==> config.mk <==
export PLATFORM = sky130hd
export DESIGN_NAME = tape_load_mode_sequencer
export DESIGN_NICKNAME = d
export VERILOG_FILES = /design/src/verilog/tlms_pkg.sv /design/src/verilog/tape_load_mode_sequencer.sv /design/src/verilog/tlms_sync3.sv /design/src/verilog/tlms_seq_reg.sv
export VERILOG_INCLUDE_DIRS = /design/src /design/src/verilog
export SDC_FILE = /design/constraint.sdc
export NUM_CORES = 1
export LEC_CHECK = 0
export ABC_AREA = 1
export BUFFER_PORTS_ARGS = -buffer_cell sky130_fd_sc_hd__buf_2
export CAP_MARGIN = 20
export CORE_MARGIN = 10
export CORE_UTILIZATION = 23
export CTS_CLUSTER_SIZE = 24
export DETAILED_ROUTE_END_ITERATION = 8
export PLACE_DENSITY = 0.5
export SYNTH_ARGS = -nofsm -noshare
export SYNTH_HDL_FRONTEND = slang
export SYNTH_HIERARCHICAL = 1
export SYNTH_SLANG_ARGS = --single-unit
==> constraint.sdc <==
create_clock -name clk -period 16.4 [get_ports clk]
set_input_delay 3.28 -clock clk [delete_from_list [all_inputs] [get_ports clk]]
set_output_delay 3.28 -clock clk [all_outputs]
set_load 0.02 [all_outputs]
==> src/verilog/tlms_consts.svh <==
// offsets, control fields, sequence stages and timing for the tape loader
// How it works
// - non-repeated input cuts final enable to 12 us
// - full word goes to exchange, written; m=4 low 15
// - load switch clears all, clear-assembly requests frame
// - resume loads frame into input register, sets flag
// - control level classifies insert, check or data record
// - per frame: exchange, shift sequence, pack six bits
// - insert record loads low 15 bits as address
// - fourth frame withdraws input enable before acting
// - check record subtracts address; zero advances, else halt
// - data record writes word, then advances address
// - five stage sequence register, left and end-around
// - lowest stage shifts up, takes control level loading
// - stage a feeds end marker; preset loads, clears it
// - disconnect clears transfer and repeat, fetches next
// - second resume before sampling sets input fault, halts
// - modes 0 and 4 pack four six-bit characters
`ifndef TLMS_CONSTS_SVH
`define TLMS_CONSTS_SVH

// register byte offsets
`define REG_CTRL    8'h00
`define REG_STATUS  8'h04
`define REG_ADDR    8'h08
`define REG_PADDR   8'h0C
`define REG_ACC     8'h10
`define REG_WORD    8'h14

// control register fields
`define CTRL_LOAD_BIT   0
`define CTRL_START_BIT  1
`define CTRL_M_LSB      2
`define CTRL_M_MSB      4
`define CTRL_RPT_BIT    5

// word-assembly selector values
`define M_FULL      3'h0
`define M_LOW15     3'h4

// sequence register stage indices: end marker, a, b, c, d
`define C_MARK      4
`define C_A         3
`define C_B         2
`define C_C         1
`define C_D         0
`define C_PRESET    5'h11
`define C_RESET     5'h00

// timing: clock period and truncated final enable pulse
`define CLK_PERIOD_NS    25
`define T_FINAL_EN_NS    12000
`define FINAL_EN_CYCLES  (`T_FINAL_EN_NS / `CLK_PERIOD_NS)

`endif

==> src/verilog/tlms_pkg.sv <==
// types shared by the tape loader modules
package tlms_pkg;

  // sequencer states, gray coded in the order listed
  typedef enum logic [2:0] {
    S_IDLE  = 3'h0,
    S_CLRQ  = 3'h1,
    S_WAIT  = 3'h3,
    S_STEP  = 3'h2,
    S_ACT   = 3'h6,
    S_CHECK = 3'h7,
    S_WRITE = 3'h5,
    S_HALT  = 3'h4
  } state_t;

  // one storage write request
  typedef struct packed {
    logic        we;     // one-cycle write strobe
    logic        low15;  // store only the low fifteen bits
    logic [14:0] addr;   // storage address
    logic [23:0] data;   // word to store
  } mem_req_t;

  // status register image, high bits first from the left
  typedef struct packed {
    logic       load_active;
    logic [4:0] seq;
    logic       resume_flag;
    logic       itx_flag;
    logic       enable_flag;
    logic       check_fault;
    logic       input_fault;
    logic [2:0] state;
  } status_t;

endpackage : tlms_pkg

==> src/verilog/tape_load_mode_sequencer.sv <==
// tape load and 24-bit word input sequencer with avalon register slave
//
// The Avalon-MM interface to the registers and the register offsets were left to the implementer.
`timescale 1ns/10ps
`include "tlms_consts.svh"
module tape_load_mode_sequencer (
  input  wire logic        clk,
  input  wire logic        sys_rst,
  // avalon-mm slave
  input  wire logic [7:0]  avs_address,
  input  wire logic        avs_read,
  input  wire logic        avs_write,
  input  wire logic [31:0] avs_writedata,
  input  wire logic [3:0]  avs_byteenable,
  output logic      [31:0] avs_readdata,
  output logic             avs_waitrequest,
  // tape reader link
  input  wire logic [6:0]  frame_in,
  input  wire logic        input_resume,
  input  wire logic        ext_disconnect,
  output logic             input_enable,
  // storage write port and instruction fetch request
  output tlms_pkg::mem_req_t mem_req,
  output logic             next_instr
);
  localparam int FIN = `FINAL_EN_CYCLES;

  tlms_pkg::state_t state;        // sequencer state
  logic [6:0]       in_reg;       // input register
  logic [23:0]      xch;          // exchange register
  logic [23:0]      asm_q;        // assembly register
  logic [23:0]      acc;          // accumulator for address check
  logic [14:0]      addr_u;       // storage address register
  logic [14:0]      prog_p;       // program address register
  logic [4:0]       seq;          // sequence register stages
  logic             ie;           // input enable flag
  logic             itx;          // input to exchange flag
  logic             ir;           // input resume flag
  logic             rpt;          // repeat sequence flag
  logic             in_fault;     // double resume fault
  logic             chk_fault;    // load check fault
  logic [8:0]       fin_cnt;      // truncated enable countdown
  logic             ctrl_load;    // load mode switch level
  logic [2:0]       m_sel;        // word assembly selector
  logic [6:0]       frame_s;      // synchronised frame
  logic             resume_s;     // synchronised resume
  logic             disc_s;       // synchronised disconnect
  logic             resume_d;     // resume last cycle
  logic             disc_d;       // disconnect last cycle
  logic [31:0]      rd_mux;       // read data selection

  // decode helper shared by every register access
  function automatic logic hit(input logic [7:0] a, input logic [7:0] off);
    hit = (a == off);
  endfunction : hit

  // link inputs into the clock domain
  tlms_sync3 #(.W(9)) u_sync (
    .clk      (clk),
    .sys_rst  (sys_rst),
    .async_in ({ext_disconnect, input_resume, frame_in}),
    .clean    ({disc_s, resume_s, frame_s})
  );

  // bus strobes and link events
  logic bus_we;      // write takes effect this edge
  logic ctrl_wr;     // write to control, lane 0
  logic load_edge;   // switch moved into load mode
  logic load_exit;   // switch moved out of load mode
  logic start_cmd;   // start word input instruction
  logic resume_edge; // new frame offered
  logic disc_edge;   // disconnect raised
  logic step;        // frame being assembled
  logic act_rec;     // record or word complete
  logic rec_insert;  // insert address record
  logic rec_check;   // check address record
  logic chk_zero;    // address check matched
  logic dbl_resume;  // resume while unsampled frame waits
  logic active;      // sequencer busy

  assign bus_we      = avs_write && !avs_waitrequest;
  assign ctrl_wr     = bus_we && hit(avs_address, `REG_CTRL)
                       && avs_byteenable[0];
  assign load_edge   = ctrl_wr && avs_writedata[`CTRL_LOAD_BIT] && !ctrl_load;
  assign load_exit   = ctrl_wr && !avs_writedata[`CTRL_LOAD_BIT] && ctrl_load;
  assign start_cmd   = ctrl_wr && avs_writedata[`CTRL_START_BIT] && !ctrl_load
                       && !avs_writedata[`CTRL_LOAD_BIT]
                       && (state == tlms_pkg::S_IDLE
                           || state == tlms_pkg::S_HALT)
                       && (avs_writedata[`CTRL_M_MSB:`CTRL_M_LSB] == `M_FULL
                        || avs_writedata[`CTRL_M_MSB:`CTRL_M_LSB] == `M_LOW15);
  assign resume_edge = resume_s && !resume_d;
  assign disc_edge   = disc_s && !disc_d;
  assign step        = (state == tlms_pkg::S_STEP);
  assign act_rec     = (state == tlms_pkg::S_ACT) && seq[`C_MARK];
  assign rec_insert  = act_rec && ctrl_load && seq[`C_A];
  assign rec_check   = act_rec && ctrl_load && !seq[`C_A]
                       && seq[`C_B];
  assign chk_zero    = (acc == {9'h000, addr_u});
  assign active      = (state != tlms_pkg::S_IDLE)
                       && (state != tlms_pkg::S_HALT);
  assign dbl_resume  = active && resume_edge && ir && !step;

  // sequence register
  tlms_seq_reg u_seq (
    .clk        (clk),
    .sys_rst    (sys_rst),
    .clr_all    (load_edge),
    .preset     (state == tlms_pkg::S_CLRQ && !ctrl_load),
    .clr_marker (act_rec),
    .shift      (step),
    .load_mode  (ctrl_load),
    .ctrl_bit   (in_reg[6]),
    .seq        (seq)
  );

  // edge memories for link events
  always_ff @(posedge clk or posedge sys_rst) begin
    if (sys_rst) begin
      resume_d <= 1'b0;
      disc_d   <= 1'b0;
    end else begin
      resume_d <= resume_s;
      disc_d   <= disc_s;
    end
  end

  // control register: switch, selector, repeat
  always_ff @(posedge clk or posedge sys_rst) begin
    if (sys_rst) begin
      ctrl_load <= 1'b0;
      m_sel     <= `M_FULL;
      rpt       <= 1'b0;
    end else begin
      if (ctrl_wr) begin
        ctrl_load <= avs_writedata[`CTRL_LOAD_BIT];
      end
      if (start_cmd) begin
        m_sel <= avs_writedata[`CTRL_M_MSB:`CTRL_M_LSB];
        rpt   <= avs_writedata[`CTRL_RPT_BIT];
      end else if (disc_edge || load_edge) begin
        rpt <= 1'b0;
      end
    end
  end

  // sequencer state
  always_ff @(posedge clk or posedge sys_rst) begin
    if (sys_rst) begin
      state <= tlms_pkg::S_IDLE;
    end else if (load_edge) begin
      state <= tlms_pkg::S_CLRQ;
    end else if (load_exit) begin
      state <= tlms_pkg::S_IDLE;
    end else if (disc_edge && active) begin
      state <= tlms_pkg::S_IDLE;
    end else if (dbl_resume) begin
      state <= tlms_pkg::S_HALT;
    end else begin
      unique case (state)
        tlms_pkg::S_IDLE: begin
          if (start_cmd) state <= tlms_pkg::S_CLRQ;
        end
        tlms_pkg::S_CLRQ: begin
          state <= tlms_pkg::S_WAIT;
        end
        tlms_pkg::S_WAIT: begin
          // hold until a frame stands ready
          if (itx && ir) state <= tlms_pkg::S_STEP;
        end
        tlms_pkg::S_STEP: begin
          state <= tlms_pkg::S_ACT;
        end
        tlms_pkg::S_ACT: begin
          if (!seq[`C_MARK]) state <= tlms_pkg::S_WAIT;
          else if (rec_insert) state <= tlms_pkg::S_CLRQ;
          else if (rec_check) state <= tlms_pkg::S_CHECK;
          else state <= tlms_pkg::S_WRITE;
        end
        tlms_pkg::S_CHECK: begin
          state <= chk_zero ? tlms_pkg::S_CLRQ
                            : tlms_pkg::S_HALT;
        end
        tlms_pkg::S_WRITE: begin
          // load mode and repeated input go round again
          state <= (ctrl_load || rpt) ? tlms_pkg::S_CLRQ
                                      : tlms_pkg::S_IDLE;
        end
        tlms_pkg::S_HALT: begin
          if (start_cmd) state <= tlms_pkg::S_CLRQ;
        end
      endcase
    end
  end

  // input register and resume flag; a new resume beats the consume
  always_ff @(posedge clk or posedge sys_rst) begin
    if (sys_rst) begin
      in_reg <= 7'h00;
      ir     <= 1'b0;
    end else begin
      if (resume_edge && (!ir || step)) begin
        in_reg <= frame_s;
      end else if (load_edge) begin
        in_reg <= 7'h00;
      end
      ir <= resume_edge || (ir && !step && !load_edge);
    end
  end

  // fault flags, cleared when a new operation starts
  always_ff @(posedge clk or posedge sys_rst) begin
    if (sys_rst) begin
      in_fault  <= 1'b0;
      chk_fault <= 1'b0;
    end else if (load_edge || start_cmd) begin
      in_fault  <= 1'b0;
      chk_fault <= 1'b0;
    end else begin
      if (dbl_resume) in_fault <= 1'b1;
      if (state == tlms_pkg::S_CHECK && !chk_zero) begin
        chk_fault <= 1'b1;
      end
    end
  end

  // input enable, transfer flag and truncated final enable
  always_ff @(posedge clk or posedge sys_rst) begin
    if (sys_rst) begin
      ie      <= 1'b0;
      itx     <= 1'b0;
      fin_cnt <= 9'h000;
    end else if (load_exit || (disc_edge && active) || dbl_resume) begin
      ie      <= 1'b0;
      itx     <= 1'b0;
      fin_cnt <= 9'h000;
    end else if (state == tlms_pkg::S_CLRQ) begin
      ie      <= 1'b1;
      itx     <= 1'b1;
      fin_cnt <= 9'h000;
    end else if (step) begin
      itx <= 1'b0;
    end else if (state == tlms_pkg::S_ACT) begin
      if (!seq[`C_MARK]) begin
        itx <= 1'b1;
      end else if (ctrl_load) begin
        ie <= 1'b0;
      end else if (!rpt) begin
        fin_cnt <= 9'(FIN);
      end
    end else if (fin_cnt != 9'h000) begin
      fin_cnt <= fin_cnt - 9'h001;
      if (fin_cnt == 9'h001) ie <= 1'b0;
    end
  end

  // exchange, assembly, accumulator and address registers
  always_ff @(posedge clk or posedge sys_rst) begin
    if (sys_rst) begin
      xch    <= 24'h000000;
      asm_q  <= 24'h000000;
      acc    <= 24'h000000;
      addr_u <= 15'h0000;
      prog_p <= 15'h0000;
    end else if (load_edge) begin
      xch    <= 24'h000000;
      asm_q  <= 24'h000000;
      acc    <= 24'h000000;
      addr_u <= 15'h0000;
      prog_p <= 15'h0000;
    end else begin
      if (state == tlms_pkg::S_CLRQ) begin
        asm_q <= 24'h000000;
      end
      if (step) begin
        xch   <= {17'h00000, in_reg};
        asm_q <= {asm_q[17:0], in_reg[5:0]};
      end
      if (act_rec) begin
        xch <= asm_q;
      end
      if (rec_insert) begin
        addr_u <= asm_q[14:0];
      end
      if (rec_check) begin
        acc <= asm_q;
      end
      if (state == tlms_pkg::S_CHECK) begin
        acc <= acc - {9'h000, addr_u};
        if (chk_zero) prog_p <= prog_p + 15'h0001;
      end
      if (state == tlms_pkg::S_WRITE && ctrl_load) begin
        addr_u <= addr_u + 15'h0001;
      end
      if (bus_we && hit(avs_address, `REG_ADDR) && !active) begin
        addr_u <= avs_writedata[14:0];
      end
    end
  end

  // storage write port and next-instruction pulse
  always_ff @(posedge clk or posedge sys_rst) begin
    if (sys_rst) begin
      mem_req    <= '0;
      next_instr <= 1'b0;
    end else begin
      mem_req.we    <= (state == tlms_pkg::S_WRITE);
      mem_req.low15 <= !ctrl_load && (m_sel == `M_LOW15);
      mem_req.addr  <= addr_u;
      mem_req.data  <= xch;
      next_instr    <= disc_edge && active;
    end
  end

  assign input_enable = ie;

  // read data selection; unmapped offsets read zero
  always_comb begin
    tlms_pkg::status_t st;
    st = '{load_active: ctrl_load, seq: seq, resume_flag: ir,
           itx_flag: itx, enable_flag: ie, check_fault: chk_fault,
           input_fault: in_fault, state: state};
    rd_mux = 32'h00000000;
    if (hit(avs_address, `REG_CTRL)) begin
      rd_mux = {26'h0000000, rpt, m_sel, 1'b0, ctrl_load};
    end else if (hit(avs_address, `REG_STATUS)) begin
      rd_mux = {18'h00000, st};
    end else if (hit(avs_address, `REG_ADDR)) begin
      rd_mux = {17'h00000, addr_u};
    end else if (hit(avs_address, `REG_PADDR)) begin
      rd_mux = {17'h00000, prog_p};
    end else if (hit(avs_address, `REG_ACC)) begin
      rd_mux = {8'h00, acc};
    end else if (hit(avs_address, `REG_WORD)) begin
      rd_mux = {8'h00, xch};
    end
  end

  // avalon handshake: one wait cycle, then one answer cycle
  always_ff @(posedge clk or posedge sys_rst) begin
    if (sys_rst) begin
      avs_waitrequest <= 1'b1;
      avs_readdata    <= 32'h00000000;
    end else if (!avs_waitrequest) begin
      avs_waitrequest <= 1'b1;
    end else if (avs_read || avs_write) begin
      avs_waitrequest <= 1'b0;
      avs_readdata    <= avs_read ? rd_mux : 32'h00000000;
    end
  end

  // checks
  a_final_en_len: assert property (@(posedge clk) disable iff (sys_rst)
    (fin_cnt == 9'h001) |=> !input_enable)
    else $error("final enable not dropped at end of countdown");
  a_final_en_arm: assert property (@(posedge clk) disable iff (sys_rst)
    (act_rec && !ctrl_load && !rpt && !disc_edge && !dbl_resume)
    |=> (fin_cnt == 9'(FIN)) && input_enable)
    else $error("final enable countdown not armed");
  a_store_word: assert property (@(posedge clk) disable iff (sys_rst)
    (state == tlms_pkg::S_WRITE) |=> mem_req.we
    && mem_req.data == $past(xch) && mem_req.addr == $past(addr_u))
    else $error("assembled word not written");
  a_load_clear: assert property (@(posedge clk) disable iff (sys_rst)
    load_edge |=> state == tlms_pkg::S_CLRQ ##1 input_enable && itx
    && asm_q == 24'h000000)
    else $error("load mode entry did not clear and request");
  a_resume_take: assert property (@(posedge clk) disable iff (sys_rst)
    (resume_edge && !ir) |=> ir && in_reg == $past(frame_s))
    else $error("resume did not load input register");
  a_frame_pack: assert property (@(posedge clk) disable iff (sys_rst)
    (step && !load_edge) |=> asm_q[5:0] == $past(in_reg[5:0])
    && asm_q[23:6] == $past(asm_q[17:0]) && seq[4:1] == $past(seq[3:0]))
    else $error("frame step did not pack and shift");
  a_insert_addr: assert property (@(posedge clk) disable iff (sys_rst)
    (rec_insert && !load_exit && !disc_edge && !dbl_resume)
    |=> addr_u == $past(asm_q[14:0]) && state == tlms_pkg::S_CLRQ)
    else $error("insert record did not load address");
  a_enable_drop: assert property (@(posedge clk) disable iff (sys_rst)
    (act_rec && ctrl_load) |=> !input_enable)
    else $error("enable still high after fourth frame");
  a_check_fault: assert property (@(posedge clk) disable iff (sys_rst)
    (state == tlms_pkg::S_CHECK && !chk_zero && !load_edge && !load_exit)
    |=> chk_fault && state == tlms_pkg::S_HALT)
    else $error("address mismatch did not halt");
  a_enter_adv: assert property (@(posedge clk) disable iff (sys_rst)
    (state == tlms_pkg::S_WRITE && ctrl_load && !load_edge)
    |=> addr_u == $past(addr_u) + 15'h0001)
    else $error("address not advanced after data record");
  a_disc_clear: assert property (@(posedge clk) disable iff (sys_rst)
    (disc_edge && active && !load_edge) |=> !itx && !rpt && next_instr
    && state == tlms_pkg::S_IDLE)
    else $error("disconnect did not clear and fetch");
  a_double_res: assert property (@(posedge clk) disable iff (sys_rst)
    (dbl_resume && !load_edge && !load_exit) |=> in_fault
    && state == tlms_pkg::S_HALT)
    else $error("double resume not faulted");
  a_hold_wait: assert property (@(posedge clk) disable iff (sys_rst)
    (state == tlms_pkg::S_WAIT && !ir && !load_edge) |=> $stable(asm_q))
    else $error("assembly moved without a frame");

  c_insert: cover property (@(posedge clk) disable iff (sys_rst) rec_insert);
  c_check:  cover property (@(posedge clk) disable iff (sys_rst)
    state == tlms_pkg::S_CHECK && chk_zero);
  c_data:   cover property (@(posedge clk) disable iff (sys_rst)
    mem_req.we && ctrl_load);
  c_final:  cover property (@(posedge clk) disable iff (sys_rst)
    fin_cnt == 9'h001);
endmodule : tape_load_mode_sequencer

==> src/verilog/tlms_sync3.sv <==
// three-stage synchroniser; output follows once stages two and three agree
`timescale 1ns/10ps
module tlms_sync3 #(
  parameter int W = 1
) (
  input  wire logic         clk,
  input  wire logic         sys_rst,
  input  wire logic [W-1:0] async_in,
  output logic      [W-1:0] clean
);
  logic [W-1:0] s1;  // metastability catcher, read only by s2
  logic [W-1:0] s2;  // second stage
  logic [W-1:0] s3;  // third stage

  // shift chain
  always_ff @(posedge clk or posedge sys_rst) begin
    if (sys_rst) begin
      s1 <= '0;
      s2 <= '0;
      s3 <= '0;
    end else begin
      s1 <= async_in;
      s2 <= s1;
      s3 <= s2;
    end
  end

  // per bit: accept a new level only when two stages agree
  for (genvar k = 0; k < W; k++) begin : g_agree
    always_ff @(posedge clk or posedge sys_rst) begin
      if (sys_rst) begin
        clean[k] <= 1'b0;
      end else if (s2[k] == s3[k]) begin
        clean[k] <= s3[k];
      end
    end
  end
endmodule : tlms_sync3

==> src/verilog/tlms_seq_reg.sv <==
// five-stage word sequence register with left and end-around shift
`timescale 1ns/10ps
`include "tlms_consts.svh"
module tlms_seq_reg (
  input  wire logic       clk,
  input  wire logic       sys_rst,
  input  wire logic       clr_all,    // load switch: clear everything
  input  wire logic       preset,     // set end marker and d
  input  wire logic       clr_marker, // record done: keep only d
  input  wire logic       shift,      // one frame step
  input  wire logic       load_mode,  // d from control level, else a
  input  wire logic       ctrl_bit,   // control level of the frame
  output logic      [4:0] seq
);
  // stage update; clear beats preset beats shift
  always_ff @(posedge clk or posedge sys_rst) begin
    if (sys_rst) begin
      seq <= `C_RESET;
    end else if (clr_all) begin
      seq <= `C_RESET;
    end else if (preset) begin
      seq <= `C_PRESET;
    end else if (clr_marker) begin
      seq <= {4'h0, seq[`C_D]};
    end else if (shift) begin
      // a into marker, each stage up one; d from tape or end-around
      seq <= {seq[3:0], load_mode ? ctrl_bit : seq[`C_A]};
    end
  end
endmodule : tlms_seq_reg

==> reports/metrics.cfg <==
[timing]
clock_skew_ps=47.1
post-route-min-period_ps=5590
max_freq_mhz=179
finalCritPeriodShare_pct=34.1
report.final.slew_viol_count=0
rsz0062_at_grt=no
worst_pin_slew_ps=967
finalWorstSetupSlack_ps=10810
hold_viol=0
relSlewSlack_pct=35.3
setup-tns-final_ps=0
setup_viol=0

[clocking]
postCtsHoldBufs=0
cts_buffers=27
clk_path_buf_depth=3
htree_levels=1
cts_resized=0
cts.sinks=241
clk_pin_slew_ps=70
cts_tree=yes
cts_setup_buffers=0
root_buffer=clkbuf_16
clk_latency_ps=590

[cells_and_area]
mostFrequentLayoutCell=nand2_1
area_growth_pct=17.3
nets=1791
final_cell_count_no_fill=2431
largest_reg_flops=41
n_antenna_cell=0
largest-register=mem_req
layout-drive-gt1-share_pct=12.6
mostFrequentLayoutCells=nand2_1 (423), dfrtp_1 (240), inv_1 (237), nand3_1 (142), nor2_1 (124)
stdcell_area_um2=14800

[floorplan]
ios=133
die_w_um=254
rows=85
coreArea_um2=54100
fp.dieH_um=254
die-area_um2=64800
initial_core_util_pct=23.4

[yosys]
ys.flop_type=dfrtp_1
syn_inst=1618
yosysWarnings=6
netlist_area_um2=12600
async_reset_ff_share_pct=100
synth_cell_types=49
ys_ff_latch=241
ys_seq_area_share_pct=47.7
avgSynthCellArea_um2=7.82
synth-edff-count=0

[setup_path]
required_ps=16880
cp_common_cell=nand2_1
arrival_ps=6070
rr_startpoint=state[1]
cp-start-kind=primary input
critPathMaxStageDelay_ps=590
crit_type=primary input to register
cp-startpoint=avs_address[1]
worst_setup_path_end_kind=register
crit_slowest_cell=inv_1
crit_fanout=17
path_cells=buf_2, nor2_1, nand3_2, nor2_4, inv_2, nor3_4, nand3_2, inv_1, inv_1, nand2_1, nand2_1, nand2_1, nand2_1

[place]
placed_cells=2379
placedInstanceArea_um2=13900
io_buffers=104
pre_cts_ws_ps=10300
place_congestion=0.914
dp_hpwl_mm=32.6

[route]
viasPerCell=4.60
routed_wl_mm=42.8
route.detailed.drc=0
wl_per_cell_um=17.6
drt_iter0_drc=864
first_pass_iters=5
vias=11200
postRouteAntennaNets=0

[global_route]
grt_max_degree=120
grt-ovfl-total=0
antenna_found_initial=1
grt_pass1_vias=10900
grt_pass1_wl_mm=65.1
grt_usage_pct=12.9

[worst_hold_path]
hold_start=u_sync/s1[1]
hp-class=register to register

[power_and_ir_drop]
p_per_area_nw_per_um2=170
vdd_drop_max_uv=79.5
power.leakage_nw=7.40

[run_status]
outcome=complete, no violations

[job]
maxCapViolations=0

path summary, 6_finish.rpt:
path	end	slack, ps	cells after the start
worst max-delay path	u_seq/seq[4]	10810	13
worst min-delay path	u_sync/s2[1]	320	0
worst max register to register	acc[2]	13760	9
worst min register to register	u_sync/s2[1]	320	0
max in group asynchronous	mem_req[12]	12330	4
min in group asynchronous	u_seq/seq[1]	2660	2
cells by family (layout without fill, tap and decap cells):
family | count (synthesis) | after routing | synth area share [%]
compound gates | 252 | 252 | 12.1
simple gates | 784 | 784 | 27.2
buf+inv | 303 | 413 | 9.74
other cells | 1 | 8 | 0.0297
xor+xnor | 17 | 17 | 1.18
flops | 241 | 241 | 47.7
fa+ha+maj | 20 | 20 | 2.04
synthesized netlist by cell type, types with 4 or more instances:
library cell | number | area, µm²
xor2_1 | 12 | 105
o211ai_1 | 15 | 113
nor2_1 | 124 | 465
nor2_4 | 7 | 78.8
a31oi_1 | 4 | 25.0
xnor2_1 | 5 | 43.8
nand3_2 | 4 | 40.0
o32ai_1 | 41 | 359
and2_1 | 4 | 25.0
ha_1 | 19 | 238
a21oi_1 | 42 | 210
clkbuf_1 | 15 | 56.3
nand2_4 | 7 | 78.8
inv_1 | 238 | 893
nand2_1 | 423 | 1590
or2_2 | 4 | 25.0
dfrtp_1 | 240 | 6010
nand2_2 | 7 | 43.8
o21ai_0 | 102 | 510
o21ai_1 | 23 | 115
nand4_1 | 20 | 125
o22ai_1 | 13 | 81.3
buf_4 | 10 | 75.1
buf_2 | 23 | 115
nor3_1 | 25 | 125
nand3_1 | 142 | 711
inv_2 | 11 | 41.3
nor2_2 | 10 | 62.6
critical path: cells and delay by family:
family | cells | cell delay, ps
and+or+nand+nor | 9 | 1710
buffers and inverters | 4 | 1030
per-layer routing:
layer  track usage (%)  vias to the layer above  routed length [µm]
li1                  -                     5421                   -
met1              16.5                     5400               18800
met2              20.9                      274               19800
met3              2.57                       76                2590
met4              5.10                        2                1560
met5                 0                        -                  13
power by group:
part / internal (mW) / leakage (nW) / switching [mW]
combinational: 0.326 / 3.87 / 0.693
clock: 0.380 / 0.456 / 0.259
sequential: 0.733 / 3.08 / 0.137
total: 1.44 / 7.40 / 1.09
cell type report:
type / instances / area (µm²)
Timing Repair Buffer: 113 / 636
Multi-Input combinational cell: 1081 / 5410
Clock inverter: 10 / 150
Fill cell: 5830 / 39300
Clock buffer: 40 / 785
Sequential cell: 241 / 6030
Inverter: 250 / 951
Tap cell: 696 / 871
stage by stage:
step	power [mW]	utilization, %	hold slack [ps]
floorplan	1.56	-	331
global placement	1.87	25.6	335
detailed placement	1.89	25.6	335
CTS	2.54	27.3	328
global route	2.72	27.4	323
finish	2.53	27.4	317
Power figures use the tool's default switching activity.
